--- src/include/urbf_pkg.sv ---
package urbf_pkg;

	// ****************************************
	// widths and depths
	// ****************************************
	localparam int unsigned URBF_DATA_W     = 8;
	localparam int unsigned URBF_ENTRY_W    = 11;
	localparam int unsigned URBF_ERR_LSB    = 8;
	localparam int unsigned URBF_FIFO_DEPTH = 4;
	localparam int unsigned URBF_ADDR_W     = 8;
	localparam int unsigned URBF_DIV_W      = 16;

	// ****************************************
	// register offsets
	// ****************************************
	localparam logic [7:0] URBF_OFF_DATA   = 8'h00;
	localparam logic [7:0] URBF_OFF_STATUS = 8'h04;
	localparam logic [7:0] URBF_OFF_CTRL   = 8'h08;
	localparam logic [7:0] URBF_OFF_DIV    = 8'h0c;

	// ****************************************
	// field positions
	// ****************************************
	localparam int unsigned URBF_ST_NEMPTY = 0;
	localparam int unsigned URBF_ST_OVR    = 1;
	localparam int unsigned URBF_ST_BB     = 3;
	localparam int unsigned URBF_ST_BE     = 4;
	localparam int unsigned URBF_ST_EIF    = 5;
	localparam int unsigned URBF_ST_LOCK   = 6;
	localparam int unsigned URBF_CT_EN     = 0;
	localparam int unsigned URBF_CT_PAR    = 1;
	localparam int unsigned URBF_CT_ODD    = 2;
	localparam int unsigned URBF_EB_PAR    = 8;
	localparam int unsigned URBF_EB_FRM    = 9;
	localparam int unsigned URBF_EB_OVR    = 10;

	// ****************************************
	// reset values
	// ****************************************
	localparam logic [2:0]  URBF_CTRL_RST = 3'h0;
	localparam logic [15:0] URBF_DIV_RST  = 16'h043d;

	// ****************************************
	// receiver states
	// ****************************************
	typedef enum logic [1:0] {
		URBF_RX_IDLE  = 2'b01,
		URBF_RX_SHIFT = 2'b10
	} urbf_rx_st_t;

endpackage

--- src/rtl/urbf_fifo.sv ---
`timescale 1ns/10ps
`default_nettype none
module urbf_fifo
	import urbf_pkg::*;
#(
	parameter int unsigned WIDTH   = URBF_ENTRY_W,
	parameter int unsigned DEPTH   = URBF_FIFO_DEPTH,
	parameter int unsigned ERR_LSB = URBF_ERR_LSB
) (
	input  wire logic             pclk,
	input  wire logic             presetn,
	input  wire logic             in_valid,
	output logic                  in_ready,
	input  wire logic [WIDTH-1:0] in_data,
	output logic                  out_valid,
	input  wire logic             out_ready,
	output logic [WIDTH-1:0]      out_data,
	output logic                  err_any
);
	localparam int unsigned AW = $clog2(DEPTH);

	logic [WIDTH-1:0] mem [DEPTH];
	logic [DEPTH-1:0] vld_reg;
	logic [DEPTH-1:0] vld_next;
	logic [DEPTH-1:0] slot_err;
	logic [AW-1:0]    wr_ptr_reg;
	logic [AW-1:0]    rd_ptr_reg;
	wire              push = in_valid & in_ready;
	wire              pop  = out_valid & out_ready;

	assign in_ready  = ~vld_reg[wr_ptr_reg];
	assign out_valid = vld_reg[rd_ptr_reg];
	assign out_data  = mem[rd_ptr_reg];
	assign err_any   = |(vld_reg & slot_err);

	// ****************************************
	// per-slot error summary
	// ****************************************
	for (genvar i = 0; i < DEPTH; i++) begin : g_slot
		assign slot_err[i] = |mem[i][WIDTH-1:ERR_LSB];
		assign vld_next[i] = (push && wr_ptr_reg == AW'(i)) |
			(vld_reg[i] & ~(pop && rd_ptr_reg == AW'(i)));
	end

	function automatic logic [AW-1:0] ptr_inc(input logic [AW-1:0] p);
		ptr_inc = (p == AW'(DEPTH - 1)) ? '0 : p + 1'b1;
	endfunction

	always_ff @(posedge pclk) begin
		if (push) begin
			mem[wr_ptr_reg] <= in_data;
		end
	end

	always_ff @(posedge pclk or negedge presetn) begin
		if (!presetn) begin
			vld_reg    <= '0;
			wr_ptr_reg <= '0;
			rd_ptr_reg <= '0;
		end else begin
			vld_reg    <= vld_next;
			wr_ptr_reg <= push ? ptr_inc(wr_ptr_reg) : wr_ptr_reg;
			rd_ptr_reg <= pop ? ptr_inc(rd_ptr_reg) : rd_ptr_reg;
		end
	end
endmodule
`default_nettype wire

--- src/rtl/urbf_rx_char.sv ---
`timescale 1ns/10ps
`default_nettype none
module urbf_rx_char
	import urbf_pkg::*;
#(
	parameter int unsigned DIV_W = URBF_DIV_W
) (
	input  wire logic             pclk,
	input  wire logic             presetn,
	input  wire logic             en,
	input  wire logic             rxd,
	input  wire logic             par_en,
	input  wire logic             odd,
	input  wire logic [DIV_W-1:0] div,
	output logic                  done,
	output logic [7:0]            data,
	output logic                  par_err,
	output logic                  frm_err,
	output logic                  brk
);
	urbf_rx_st_t      st_reg;
	urbf_rx_st_t      st_next;
	logic [DIV_W-1:0] cnt_reg;
	logic [3:0]       nbit_reg;
	logic [10:0]      sh_reg;
	wire              tick     = (cnt_reg == '0);
	wire  [3:0]       last_bit = par_en ? 4'ha : 4'h9;
	wire              false_st = tick && nbit_reg == 4'h0 && rxd;
	wire              fin      = tick && nbit_reg == last_bit;
	wire              par_bit  = sh_reg[9];
	wire              stop_bit = sh_reg[10];

	// ****************************************
	// frame fields, valid from done onward
	// ****************************************
	assign data    = par_en ? sh_reg[8:1] : sh_reg[9:2];
	assign frm_err = ~stop_bit;
	assign par_err = par_en & (^{data, par_bit} ^ odd);
	assign brk     = (data == 8'h00) & ~stop_bit & ~(par_en & par_bit);

	always_comb begin
		st_next = st_reg;
		unique case (st_reg)
			URBF_RX_IDLE:  if (en && !rxd) st_next = URBF_RX_SHIFT;
			URBF_RX_SHIFT: if (false_st || fin) st_next = URBF_RX_IDLE;
		endcase
	end

	always_ff @(posedge pclk or negedge presetn) begin
		if (!presetn) begin
			st_reg   <= URBF_RX_IDLE;
			cnt_reg  <= '0;
			nbit_reg <= '0;
			sh_reg   <= '0;
			done     <= 1'b0;
		end else begin
			st_reg <= st_next;
			done   <= (st_reg == URBF_RX_SHIFT) && fin;
			if (st_reg == URBF_RX_IDLE) begin
				cnt_reg  <= div >> 1;
				nbit_reg <= '0;
			end else if (tick) begin
				cnt_reg  <= div - 1'b1;
				nbit_reg <= nbit_reg + 4'h1;
				sh_reg   <= {rxd, sh_reg[10:1]};
			end else begin
				cnt_reg <= cnt_reg - 1'b1;
			end
		end
	end
endmodule
`default_nettype wire

--- src/rtl/urbf_top.sv ---
// Notes on behaviour
// - null char with zero parity/stop sets break-begin
// - after break-begin, further null framing chars dropped
// - break-end only sets while break interlock held
// - interlock plus receive-pin rising edge sets break-end
// - break-end re-arms break-begin, lets null framing chars into fifo again
// - fifo-error flag is read-only to software
// - no entry errors: flag clear, dma allowed
// - any entry error: flag set, irq, dma blocked
//
// Implementation choices: the APB interface to the registers and the address map.
`timescale 1ns/10ps
`default_nettype none
module urbf_top
	import urbf_pkg::*;
#(
	parameter int unsigned ADDR_W = URBF_ADDR_W,
	parameter int unsigned DIV_W  = URBF_DIV_W,
	parameter int unsigned DEPTH  = URBF_FIFO_DEPTH
) (
	input  wire logic              pclk,
	input  wire logic              presetn,
	input  wire logic              psel,
	input  wire logic              penable,
	input  wire logic              pwrite,
	input  wire logic [ADDR_W-1:0] paddr,
	input  wire logic [31:0]       pwdata,
	output logic [31:0]            prdata,
	output logic                   pready,
	output logic                   pslverr,
	input  wire logic              rxd,
	input  wire logic              dma_ack,
	output logic                   rx_dma_req,
	output logic                   irq_req
);

	// ****************************************
	// state
	// ****************************************
	logic [2:0]              ctrl_reg;
	logic [2:0]              ctrl_next;
	logic [DIV_W-1:0]        div_reg;
	logic [DIV_W-1:0]        div_next;
	logic                    bb_reg;
	logic                    bb_next;
	logic                    be_reg;
	logic                    be_next;
	logic                    lock_reg;
	logic                    lock_next;
	logic                    eif_reg;
	logic                    ovr_reg;
	logic                    ovr_next;
	logic                    rxd_q_reg;
	logic [31:0]             prdata_next;
	logic                    pslverr_next;

	// ****************************************
	// receiver and fifo wiring
	// ****************************************
	logic                    rx_done;
	logic [7:0]              rx_data;
	logic                    rx_par_err;
	logic                    rx_frm_err;
	logic                    rx_brk;
	logic                    fifo_in_ready;
	logic                    fifo_out_valid;
	logic [URBF_ENTRY_W-1:0] fifo_out_data;
	logic                    fifo_err_any;
	logic [URBF_ENTRY_W-1:0] entry;

	wire rx_en   = ctrl_reg[URBF_CT_EN];
	wire par_en  = ctrl_reg[URBF_CT_PAR];
	wire par_odd = ctrl_reg[URBF_CT_ODD];

	urbf_rx_char #(
		.DIV_W   (DIV_W)
	) u_rx (
		.pclk    (pclk),
		.presetn (presetn),
		.en      (rx_en),
		.rxd     (rxd),
		.par_en  (par_en),
		.odd     (par_odd),
		.div     (div_reg),
		.done    (rx_done),
		.data    (rx_data),
		.par_err (rx_par_err),
		.frm_err (rx_frm_err),
		.brk     (rx_brk)
	);

	// ****************************************
	// break detection
	// ****************************************
	wire brk_char = rx_done & rx_brk & rx_frm_err;
	wire bb_set   = brk_char & ~lock_reg;
	wire rxd_rise = rxd & ~rxd_q_reg;
	wire be_set   = lock_reg & rxd_rise;

	// one null framing char per break, rest dropped
	wire drop_brk = brk_char & lock_reg;
	wire keep     = rx_done & ~drop_brk;
	wire stored   = keep & fifo_in_ready;
	wire overrun  = keep & ~fifo_in_ready;

	assign entry = {ovr_reg, rx_frm_err, rx_par_err, rx_data};

	// ****************************************
	// apb decode
	// ****************************************
	wire setup     = psel & ~penable;
	wire access    = psel & penable & pready;
	wire sel_data  = (paddr == ADDR_W'(URBF_OFF_DATA));
	wire sel_stat  = (paddr == ADDR_W'(URBF_OFF_STATUS));
	wire sel_ctrl  = (paddr == ADDR_W'(URBF_OFF_CTRL));
	wire sel_div   = (paddr == ADDR_W'(URBF_OFF_DIV));
	wire hit       = sel_data | sel_stat | sel_ctrl | sel_div;
	wire wr_done   = access & pwrite & ~pslverr;
	wire wr_stat   = wr_done & sel_stat;
	wire wr_ctrl   = wr_done & sel_ctrl;
	wire wr_div    = wr_done & sel_div;
	wire rd_pop    = access & ~pwrite & sel_data & ~pslverr;
	wire clr_bb    = wr_stat & pwdata[URBF_ST_BB];
	wire clr_be    = wr_stat & pwdata[URBF_ST_BE];
	wire fifo_pop  = rd_pop | dma_ack;

	wire [31:0] rd_data = {{(32 - URBF_ENTRY_W){1'b0}}, fifo_out_data};
	wire [31:0] rd_stat = {25'h0, lock_reg, eif_reg, be_reg, bb_reg,
		1'b0, ovr_reg, fifo_out_valid};
	wire [31:0] rd_ctrl = {29'h0, ctrl_reg};
	wire [31:0] rd_div  = {{(32 - DIV_W){1'b0}}, div_reg};

	wire [31:0] rd_mux =
		sel_data ? rd_data :
		sel_stat ? rd_stat :
		sel_ctrl ? rd_ctrl :
		sel_div  ? rd_div  : 32'h0;

	// ****************************************
	// next-state terms
	// ****************************************
	// set wins over a same-cycle software clear
	assign bb_next   = bb_set | (bb_reg & ~clr_bb);
	assign be_next   = be_set | (be_reg & ~clr_be);
	assign lock_next = bb_set | (lock_reg & ~be_set);
	assign ovr_next  = overrun | (ovr_reg & ~stored);
	assign ctrl_next = wr_ctrl ? pwdata[2:0] : ctrl_reg;
	assign div_next  = wr_div ? pwdata[DIV_W-1:0] : div_reg;
	assign prdata_next  = setup ? (pwrite ? 32'h0 : rd_mux) : prdata;
	assign pslverr_next = setup ? ~hit : pslverr;

	// ****************************************
	// receive fifo
	// ****************************************
	urbf_fifo #(
		.WIDTH     (URBF_ENTRY_W),
		.DEPTH     (DEPTH),
		.ERR_LSB   (URBF_ERR_LSB)
	) u_fifo (
		.pclk      (pclk),
		.presetn   (presetn),
		.in_valid  (keep),
		.in_ready  (fifo_in_ready),
		.in_data   (entry),
		.out_valid (fifo_out_valid),
		.out_ready (fifo_pop),
		.out_data  (fifo_out_data),
		.err_any   (fifo_err_any)
	);

	// ****************************************
	// apb slave
	// ****************************************
	always_ff @(posedge pclk or negedge presetn) begin
		if (!presetn) begin
			pready  <= 1'b0;
			pslverr <= 1'b0;
			prdata  <= 32'h0;
		end else begin
			pready  <= setup;
			pslverr <= pslverr_next;
			prdata  <= prdata_next;
		end
	end

	// ****************************************
	// control registers
	// ****************************************
	always_ff @(posedge pclk or negedge presetn) begin
		if (!presetn) begin
			ctrl_reg <= URBF_CTRL_RST;
			div_reg  <= URBF_DIV_RST;
		end else begin
			ctrl_reg <= ctrl_next;
			div_reg  <= div_next;
		end
	end

	// ****************************************
	// break flags and interlock
	// ****************************************
	always_ff @(posedge pclk or negedge presetn) begin
		if (!presetn) begin
			bb_reg    <= 1'b0;
			be_reg    <= 1'b0;
			lock_reg  <= 1'b0;
			ovr_reg   <= 1'b0;
			rxd_q_reg <= 1'b1;
		end else begin
			bb_reg    <= bb_next;
			be_reg    <= be_next;
			lock_reg  <= lock_next;
			ovr_reg   <= ovr_next;
			rxd_q_reg <= rxd;
		end
	end

	// ****************************************
	// fifo error flag, dma and interrupt
	// ****************************************
	// error flag follows entry error bits only
	always_ff @(posedge pclk or negedge presetn) begin
		if (!presetn) begin
			eif_reg    <= 1'b0;
			rx_dma_req <= 1'b0;
			irq_req    <= 1'b0;
		end else begin
			eif_reg    <= fifo_err_any;
			rx_dma_req <= fifo_out_valid & ~fifo_pop & ~fifo_err_any;
			irq_req    <= bb_next | be_next | fifo_err_any;
		end
	end

endmodule
`default_nettype wire

--- config.mk ---
export PLATFORM = sky130hd
export DESIGN_NAME = urbf_top
export DESIGN_NICKNAME = d
export VERILOG_FILES = /design/src/include/urbf_pkg.sv /design/src/rtl/urbf_fifo.sv /design/src/rtl/urbf_rx_char.sv /design/src/rtl/urbf_top.sv
export SDC_FILE = /design/constraint.sdc
export NUM_CORES = 1
export LEC_CHECK = 0
export ABC_CLOCK_PERIOD_IN_PS = 5200
export BUFFER_PORTS_ARGS = -buffer_cell sky130_fd_sc_hd__buf_2
export CAP_MARGIN = 30
export CORE_MARGIN = 5
export CORE_UTILIZATION = 58
export CTS_BUF_LIST = sky130_fd_sc_hd__clkbuf_2
export DETAILED_ROUTE_END_ITERATION = 6
export PLACE_DENSITY = 0.8
export SLEW_MARGIN = 20
export SYNTH_ARGS = -nofsm -noshare
export SYNTH_HDL_FRONTEND = slang
export SYNTH_SLANG_ARGS = --single-unit
export TNS_END_PERCENT = 100
--- constraint.sdc ---
create_clock -name pclk -period 5.2 [get_ports pclk]
set_input_delay 0 -clock pclk [delete_from_list [all_inputs] [get_ports pclk]]
set_output_delay 0 -clock pclk [all_outputs]
set_load 0.03 [all_outputs]
==> results.md, run 1 <==
Critical path:
- The delay of the slowest cell on the worst path is 0.68 ns.
- The critical path contains buffers and inverters numbering 0 combined.
- The worst register-to-register path has a setup slack of 1.67 ns.
- The endpoint class of the critical path is a flip-flop.
- In this run the critical register-to-register path is captured at u_rx.cnt_reg[12]$_DFF_PN0_.
- Traced cell by cell, the critical path runs through nor4_1 > nand4_1 > nor2_1 > a21oi_1 > ha_1 > nand3b_1 > a2111o_1 > nor3_1 > o31ai_1.
- Data on the critical path is required at its endpoint by 5.80 ns.
- The cell family contributing the most delay on the critical path is simple AND/OR/NAND/NOR gates.
- The startpoint kind of the worst setup timing path is a flip-flop.
- The critical-path maximum fanout is 9.
- The number of cells on the worst reg-to-reg path is 9.
- For the worst setup path, the data arrival time is 4.13 ns.
- The start of the worst register-to-register path is u_rx.cnt_reg[5]$_DFF_PN0_.
- The critical path's slowest cell is sky130_fd_sc_hd__nor4_1.
- The critical path is of the flip-flop to flip-flop type.

Clock tree:
- The H-tree depth is 4.
- The TritonCTS clock tree is built.
- In this run the post-CTS setup repair buffer count came out at 0.
- The total clock buffers created by CTS is 17.
- The clock drives 130 sinks.
- The clock latency on the worst-skew pair is 0.68 ns.
- The root buffer cell chosen for the clock tree is sky130_fd_sc_hd__clkbuf_2.
- Clock-pin slew was measured on the worst setup and hold paths at 0.21 ns.
- The buffer depth of the longest clock path is 2.

Final layout:
- For this run, the share of the core covered by cells in the final layout is 67.3%.
- The filler cells instantiated in the layout total 771.
- The final layout net count is 668.
- The growth of design area from synthesis to finish is 13.6%.
- The fraction of layout instances using a drive strength above 1 is 25.7%.
- In the layout the commonest cells are sky130_fd_sc_hd__dfrtp_1, sky130_fd_sc_hd__buf_2, sky130_fd_sc_hd__edfxtp_1.
- The register with the most flip-flops in the layout has 44 of them.
- The library cell used most frequently in the layout, excluding fill and tap cells, is sky130_fd_sc_hd__dfrtp_1.
- The register bank with the most flops is u_fifo.mem.

Placed design:
- The congestion estimate from routability-driven global placement came to 0.882.
- During placement, the flow inserted port buffers numbering 50.
- The half-perimeter wire length after placement is 10,100 microns.

Run status:
- The run finished, with violations left.
- The final reports fail on DRC.

Logic synthesis:
- In the synthesized netlist the dominant register cell turns out to be sky130_fd_sc_hd__dfrtp_1.
- The sequential share of the synthesized area is 54.2%.
- The count of flip-flops with a built-in enable after synthesis is 44.
- Of all flip-flops after synthesis, the portion carrying an async set or reset was 66.2%.
- Synthesis produced 532 cells.
- The cell area after synthesis is 6420 sq um.
- The count of warnings emitted by yosys is 0.
- The number of distinct standard cells referenced by the synthesized netlist is 68.
- The mean cell area of the mapped netlist is 12.1 sq um.
- After synthesis the netlist holds a flip-flop and latch count of 130.

Drt:
- For this block, the initial DRC count from the detailed router was 445.
- The DRC violations left is 2.
- The antenna violation net count after detailed routing is 0.
- Using the TritonRoute via totals, the vias-per-cell ratio works out to 6.11.
- In the final routed layout, each cell accounts on average for 20.2 microns.
- The detailed-routing iteration count for the pre-antenna-repair pass is 7.
- The total wire length is 15,400 microns.
- Summing over every cut layer, the via total after detailed routing is 4,666.

Run:
- Across the run, the number of max-cap violations was 0.

Floorplan:
- The initialized floorplan defines 38 standard-cell rows.
- The placeable core area is 10,800 sq um.
- For this configuration, the core starts out at a cell density of 59.2%.
- The total I/O pin count is 83.
- The height of the chip is 115 microns.
- The die footprint is 13,300 sq um.
- The die is 115 microns wide.

Global route:
- After global routing the overflow that remains totals 0.
- Global routing consumed, over all layers together, 24.5% of the routing resources.
- The first-pass GRT wire length is 24,900 microns.
- The number of antenna violations at the first check in global routing is 1.
- The maximum number of pins on one net before global-route repair is 67.
- The via count of the first global-routing pass came to 4,802.

STA:
- On the final layout, the worst clock skew is 0.0202 ns.
- Adding up every negative setup slack in the final design gives 0 ns.
- The worst relative slew slack is 44.5%.
- The worst path needs 3.53 ns of the cycle, external delays included.
- The number of failing setup endpoints in the final timing report is 0.
- The achievable clock frequency is 0.283 GHz.
- The final count of hold timing violations is 0.
- For the pin with the worst max-slew slack, the measured transition is 0.833 ns.
- The max-slew violation count is 0.
- The share of the clock period used by the worst path after layout is 67.9%.
- Setup repair after global routing left no endpoint under its margin.

Pwr:
- The leakage dissipation is 3.03 nW.
- The total power density per cell area is 269 nW/um^2.
- IR analysis of the VDD net gives a maximum drop of 0.000198 V.

Worst hold path:
- In this run the worst hold path is classified as input pin to async pin.
[logic make-up (layout without fill, tap and decap cells)]
kind of cell,Yosys count,count (layout),synth area share (%)
simple gates,153,153,12.8
flops,130,130,54.2
compound gates,103,103,10.9
buf+inv,63,139,4.97
mux,58,58,12.8
xor+xnor,13,13,2.20
fa+ha+maj,11,11,2.14
other cells,1,17,0.0584
[cell type report]
class,instances,area (sq um),share of cell area (%)
timing repair buffer,90,652,8.93
antenna,1,2.50,0.0343
multi-input combinational,354,2680,36.7
sequential,130,3480,47.7
clock buffer,17,85.1,1.17
inverter,17,63.8,0.874
tap,140,175,2.40
clock inverter,15,159,2.18
[cell usage after synthesis, types with 3 or more instances]
master / n / area share (%)
sky130_fd_sc_hd__nor2_1: 30 / 1.8
sky130_fd_sc_hd__o21ai_0: 28 / 2.2
sky130_fd_sc_hd__mux2_2: 42 / 7.4
sky130_fd_sc_hd__ha_1: 11 / 2.1
sky130_fd_sc_hd__a21oi_1: 14 / 1.1
sky130_fd_sc_hd__a22oi_1: 5 / 0.58
sky130_fd_sc_hd__xor2_1: 5 / 0.68
sky130_fd_sc_hd__or4_1: 3 / 0.35
sky130_fd_sc_hd__nand4_1: 4 / 0.39
sky130_fd_sc_hd__nand2b_1: 8 / 0.78
sky130_fd_sc_hd__or3_1: 4 / 0.39
sky130_fd_sc_hd__clkbuf_1: 19 / 1.1
sky130_fd_sc_hd__nor4_1: 9 / 0.88
sky130_fd_sc_hd__buf_4: 18 / 2.1
sky130_fd_sc_hd__a211oi_1: 3 / 0.35
sky130_fd_sc_hd__inv_1: 17 / 0.99
sky130_fd_sc_hd__o211a_1: 4 / 0.62
sky130_fd_sc_hd__and2_1: 5 / 0.49
sky130_fd_sc_hd__edfxtp_1: 44 / 21
sky130_fd_sc_hd__o31ai_1: 8 / 0.94
sky130_fd_sc_hd__o211ai_1: 4 / 0.47
sky130_fd_sc_hd__mux4_2: 15 / 5.3
sky130_fd_sc_hd__nand2_1: 30 / 1.8
sky130_fd_sc_hd__a31oi_1: 11 / 1.1
sky130_fd_sc_hd__nor3b_1: 3 / 0.35
sky130_fd_sc_hd__or2_2: 3 / 0.29
sky130_fd_sc_hd__dfstp_2: 8 / 3.3
sky130_fd_sc_hd__dfrtp_1: 78 / 30
sky130_fd_sc_hd__buf_2: 5 / 0.39
sky130_fd_sc_hd__nor3_1: 28 / 2.2
sky130_fd_sc_hd__a22o_1: 6 / 0.82
sky130_fd_sc_hd__and3_1: 6 / 0.58
sky130_fd_sc_hd__xnor2_1: 6 / 0.82
[tightest hold or removal path, cell delays in order]
cell and delay [ns]:
sky130_fd_sc_hd__dlygate4sd3_1 0.53, sky130_fd_sc_hd__buf_4 0.11, sky130_fd_sc_hd__buf_4 0.63
[report_power, final]
part / internal (mW) / switching, mW
Sequential: 1.10 / 0.0454
Clock: 0.226 / 0.397
Combinational: 0.0842 / 0.112
Total: 1.41 / 0.555
[layer usage]
metal	vias to the layer above	track usage [%]	share of wire (%)	routed length [microns]
met4	0	10.5	3.1	474
met5	-	0	0	0
li1	2114	-	-	-
met1	2293	32.1	41	6340
met2	222	39.5	49	7620
met3	37	5.74	6.4	985
[stage by stage]
stage / worst slack (ns) / power, mW / area [sq um] / hold slack, ns / instances
final: 1.67 / 1.96 / 7300 / 0.0294 / 764
after global routing: 1.47 / 2.05 / 7300 / 0.0131 / 764
after CTS: 1.89 / 1.96 / 7270 / 0.0198 / 761
after detailed placement: 1.96 / 1.33 / 6670 / -0.106 / 694
after global placement: 2.07 / 1.32 / 6670 / -0.110 / 694
after floorplan: 2.67 / 1.28 / 6480 / -0.296 / 547
[repair_timing]
action	CTS	global route
resized for setup	0	0
hold buffers	35	0
hold endpoints to repair	130	0
endpoints found under the setup margin	0	0
[worst max-delay path by stage]
stage                         startpoint                         end  depth (start not counted)
2_1_floorplan  u_rx.cnt_reg[5]$_DFF_PN0_  u_rx.cnt_reg[10]$_DFF_PN0_                         10
6_report       u_rx.cnt_reg[5]$_DFF_PN0_  u_rx.cnt_reg[12]$_DFF_PN0_                          9
3_3_place_gp   u_rx.cnt_reg[5]$_DFF_PN0_  u_rx.cnt_reg[10]$_DFF_PN0_                          9
4_1_cts        u_rx.cnt_reg[5]$_DFF_PN0_  u_rx.cnt_reg[12]$_DFF_PN0_                          9
3_5_place_dp   u_rx.cnt_reg[5]$_DFF_PN0_  u_rx.cnt_reg[12]$_DFF_PN0_                          9
5_1_grt        u_rx.cnt_reg[5]$_DFF_PN0_  u_rx.cnt_reg[12]$_DFF_PN0_                          9
Note: power is estimated with default switching activity, not from simulation.
==> run 2: changes to the inputs <==
--- a/config.mk
+++ b/config.mk
@@ -5,14 +5,14 @@
 export SDC_FILE = /design/constraint.sdc
 export NUM_CORES = 1
 export LEC_CHECK = 0
-export ABC_CLOCK_PERIOD_IN_PS = 5200
+export ABC_CLOCK_PERIOD_IN_PS = 3030
 export BUFFER_PORTS_ARGS = -buffer_cell sky130_fd_sc_hd__buf_2
 export CAP_MARGIN = 30
 export CORE_MARGIN = 5
-export CORE_UTILIZATION = 58
+export CORE_UTILIZATION = 54
 export CTS_BUF_LIST = sky130_fd_sc_hd__clkbuf_2
 export DETAILED_ROUTE_END_ITERATION = 6
-export PLACE_DENSITY = 0.8
+export PLACE_DENSITY = 0.78
 export SLEW_MARGIN = 20
 export SYNTH_ARGS = -nofsm -noshare
 export SYNTH_HDL_FRONTEND = slang
==> constraint.sdc (replaced) <==
create_clock -name pclk -period 3.03 [get_ports pclk]
set_input_delay 0 -clock pclk [delete_from_list [all_inputs] [get_ports pclk]]
set_output_delay 0 -clock pclk [all_outputs]
set_load 0.03 [all_outputs]
==> run 2 against run 1 <==
Compared with the run above: the run now ends clean; setup slack worse by 1.6 ns; first-iteration DRC count is 0.45% lower; combinational power is 77% higher; register-to-register slack worse by 1.3 ns; sequential cell count stayed put; via count is 0.84% higher; largest power group unchanged.
==> results.md, run 2 (same netlist as run 1, synthesis figures left out) <==
Critical path:
- The endpoint class of the critical path is a flip-flop (unchanged).
- The startpoint kind of the worst setup timing path is an input pin (was flip-flop).
- The category of the critical setup timing path is input pin to flip-flop (was flip-flop to flip-flop).
- The setup slack of the most critical reg-to-reg path is 0.36 ns (was 1.67 ns).
- The data arrival time of the critical path is 3.51 ns (was 4.13 ns).
- Critical path cell sequence: dlygate4sd3_1 > buf_2 > or4_1 > dlygate4sd3_1 > nor3b_1 > and3_1 > buf_4 > mux2_2 > dlygate4sd3_1 (was nor4_1 > nand4_1 > nor2_1 > a21oi_1 > ha_1 > nand3b_1 > a2111o_1 > nor3_1 > o31ai_1).
- The critical path's most frequent cell is sky130_fd_sc_hd__dlygate4sd3_1.
- The critical path's slowest cell is sky130_fd_sc_hd__dlygate4sd3_1 (was sky130_fd_sc_hd__nor4_1).
- The critical-path maximum fanout is 16 (was 9).
- The delay of the slowest cell on the worst path is 0.64 ns (was 0.68 ns).
- The data required time at the worst endpoint is 3.61 ns (was 5.80 ns).

Global route:
- The number of antenna violations at the first check in global routing is 0 (was 1).
- The global-route usage over all layers was 22.5% (was 24.5%).
- The maximum number of pins on one net before global-route repair is 46 (was 67).
- The first-pass GRT wire length is 25,200 microns (was 24,900 microns).
- The via count of the first global-routing pass was 4,780 (was 4,802).
- The total congestion overflow is 0 (unchanged).

Final layout:
- The final standard cell utilization of the core is 63.9% (was 67.3%).
- The register bank with the most flops was u_fifo.mem (unchanged).
- The final-layout fill cell count came to 848 (was 771).
- The final layout net count is 678 (was 668).
- The count of inserted antenna diode cells is 0 (was 1).
- The fraction of layout instances using a drive strength above 1 came to 26.5% (was 25.7%).
- The most common library cell in the layout ignoring fill and taps is sky130_fd_sc_hd__dfrtp_1 (unchanged).
- The growth of design area from synthesis to finish is 14.6% (was 13.6%).
- Most frequent cells in the layout: sky130_fd_sc_hd__dfrtp_1, sky130_fd_sc_hd__buf_2, sky130_fd_sc_hd__edfxtp_1 (unchanged).
- The flip-flop count of the largest register, all copies and words added came to 44 (unchanged).

Placed design:
- The half-perimeter wire length after placement is 10,300 microns (was 10,100 microns).
- The routability-driven placement congestion ratio came to 0.873 (was 0.882).
- The number of input and output port buffers inserted is 50 (unchanged).
- The placement-stage worst setup slack is 0.245 ns (was 1.96 ns).

Drt:
- The detail-routed via count per cell was 6.06 (was 6.11).
- The mean routed wirelength per cell was 19.6 microns (was 20.2 microns).
- The DRC violations left is 0 (was 2).
- The routed metal-1 wirelength is 6220 microns (was 6340 microns).
- The starting DRC count in detailed routing is 443 (was 445).
- The total wire length came to 15,200 microns (was 15,400 microns).
- The detailed-routing iteration count for the pre-antenna-repair pass is 5 (was 7).
- The detailed-routed wire length on met2 is 7720 microns (was 7620 microns).
- The top routing layer in use is met4 (unchanged).
- The number of vias in the routed layout came to 4,705 (was 4,666).
- The met3 routed wirelength is 1000 microns (was 985 microns).
- The antenna violation net count after detailed routing came to 0 (unchanged).

STA:
- The number of failing setup endpoints in the final timing report came to 0 (unchanged).
- The minimum period implied by the final worst setup slack is 2.93 ns.
- The transition time of the tightest slew-check pin is 0.769 ns (was 0.833 ns).
- The worst clock skew came to 0.0361 ns (was 0.0202 ns).
- The worst path setup slack after routing is 0.0997 ns (was 1.67 ns).
- The achievable clock frequency is 0.341 GHz.
- The hold slack is 0.102 ns (was 0.0294 ns).
- Dividing the final minimum period by the clock period gives 96.7%.
- The final count of hold timing violations is 0 (unchanged).
- The setup TNS is 0 ns (unchanged).
- The worst relative slew slack is 48.7% (was 44.5%).
- Unrepaired setup endpoints after global routing: false (unchanged).
- The max-slew violation count was 0 (unchanged).

Clock tree:
- The H-tree depth came to 4 (unchanged).
- The register clock-pin slew on the reported worst setup and hold paths was 0.20 ns (was 0.21 ns).
- The TritonCTS clock tree is built (unchanged).
- The buffer depth of the longest clock path is 2 (unchanged).
- The clock latency on the worst-skew pair came to 0.69 ns (was 0.68 ns).
- The total clock buffers created by CTS came to 17 (unchanged).
- The CTS sink count was 130 (unchanged).
- The root buffer cell is sky130_fd_sc_hd__clkbuf_2 (unchanged).

Pwr:
- The portion of total power attributed to combinational logic is 10.8% (was 10.0%).
- The switching part of the total power is 29.8% (was 28.3%).
- The peak supply drop is 0.000317 V (was 0.000198 V).
- The proportion of power drawn by flip-flops and latches came to 61.0% (was 58.2%).
- The leakage dissipation is 3.07 nW (was 3.03 nW).
- The total power density per cell area is 437 nW/um^2 (was 269 nW/um^2).
- The fraction of power consumed by the clock network is 28.3% (was 31.8%).
- The internal power contribution is 2.26 mW (was 1.41 mW).
- The switching power total is 0.956 mW (was 0.555 mW).

Floorplan:
- The overall die width is 119 microns (was 115 microns).
- The die footprint was 14,200 sq um (was 13,300 sq um).
- The height of the chip was 119 microns (was 115 microns).
- The placeable core area is 11,500 sq um (was 10,800 sq um).
- The total I/O pin count is 83 (unchanged).
- The effective utilization at floorplan was 55.8% (was 59.2%).
- The number of rows created at floorplan is 39 (was 38).

Run:
- The number of violations of the max-capacitance limit is 0 (unchanged).

Run status:
- Result of the run: completed (was finished with violations).

Worst hold path:
- The worst hold-check path type is input pin to flip-flop (was input pin to async pin).
[run 2: cell types whose count changed in the layout (fill, tap and decap cells not counted), sizes merged]
cell | previous run | this run
inv | 21 | 22
diode | 1 | 0
clkinvlp | 2 | 1
dlygate4sd3 | 35 | 37
bufinv | 2 | 0
clkinv | 7 | 9
buf | 55 | 63
[run 2: path summary, 6_finish.rpt]
kind	startpoint	endpoint	cells past startpoint
max in group asynchronous	presetn	div_reg[3]$_DFFE_PN1P_	4
hold / removal	pwdata[9]	div_reg[9]$_DFFE_PN0P_	3
setup / recovery	paddr[6]	div_reg[1]$_DFFE_PN0P_	9
min in group asynchronous	presetn	div_reg[10]$_DFFE_PN1P_	3
hold reg to reg	lock_reg$_DFF_PN0_	bb_reg$_DFF_PN0_	1
setup reg to reg	u_rx.cnt_reg[13]$_DFF_PN0_	u_rx.cnt_reg[12]$_DFF_PN0_	9
[run 2: stage by stage]
step | cell area, sq um | std cells | power (mW)
CTS | 7350 | 776 | 3.23
global route | 7360 | 776 | 3.38
finish | 7360 | 776 | 3.21
floorplan | 6480 | 547 | 2.19
detailed placement | 6770 | 706 | 2.29
global placement | 6740 | 705 | 2.27
[run 2: final cells by class]
type                       instances  area (sq um)  area share, %
sequential                       130          3480           47.3
clock inverter                    15           110           1.50
tap                              143           179           2.43
timing repair buffer             100           753           10.2
clock buffer                      17          85.1           1.16
inverter                          17          63.8          0.867
multi-input combinational        354          2690           36.5
[run 2: metal layers]
metal  global-route usage (%)  up-vias
met5                        0        -
met3                     5.64       37
met4                     7.39        0
met1                     29.2     2309
li1                         -     2139
met2                     37.1      220
[run 2: critical path, delay by kind of cell]
| kind | cells | cell delay (ns) |
|---|---|---|
| buffers and inverters | 5 | 2.13 |
| multiplexers | 1 | 0.36 |
| AND/OR/NAND/NOR | 3 | 1.03 |
[run 2: repair_timing]
item                                    CTS  global route
endpoints found under the setup margin    0             5
setup buffers                             0             0
hold buffers                             38             0
endpoints found under the hold margin   138             0
resized for setup                         0             2
[run 2: power by group through the flow]
stage | registers (mW) | logic [mW] | clock network (mW)
after floorplan | 1.97 | 0.221 | 0
after global placement | 1.98 | 0.289 | 0
after detailed placement | 1.99 | 0.305 | 0
after CTS | 1.95 | 0.342 | 0.935
after global routing | 1.97 | 0.386 | 1.02
final | 1.96 | 0.347 | 0.908
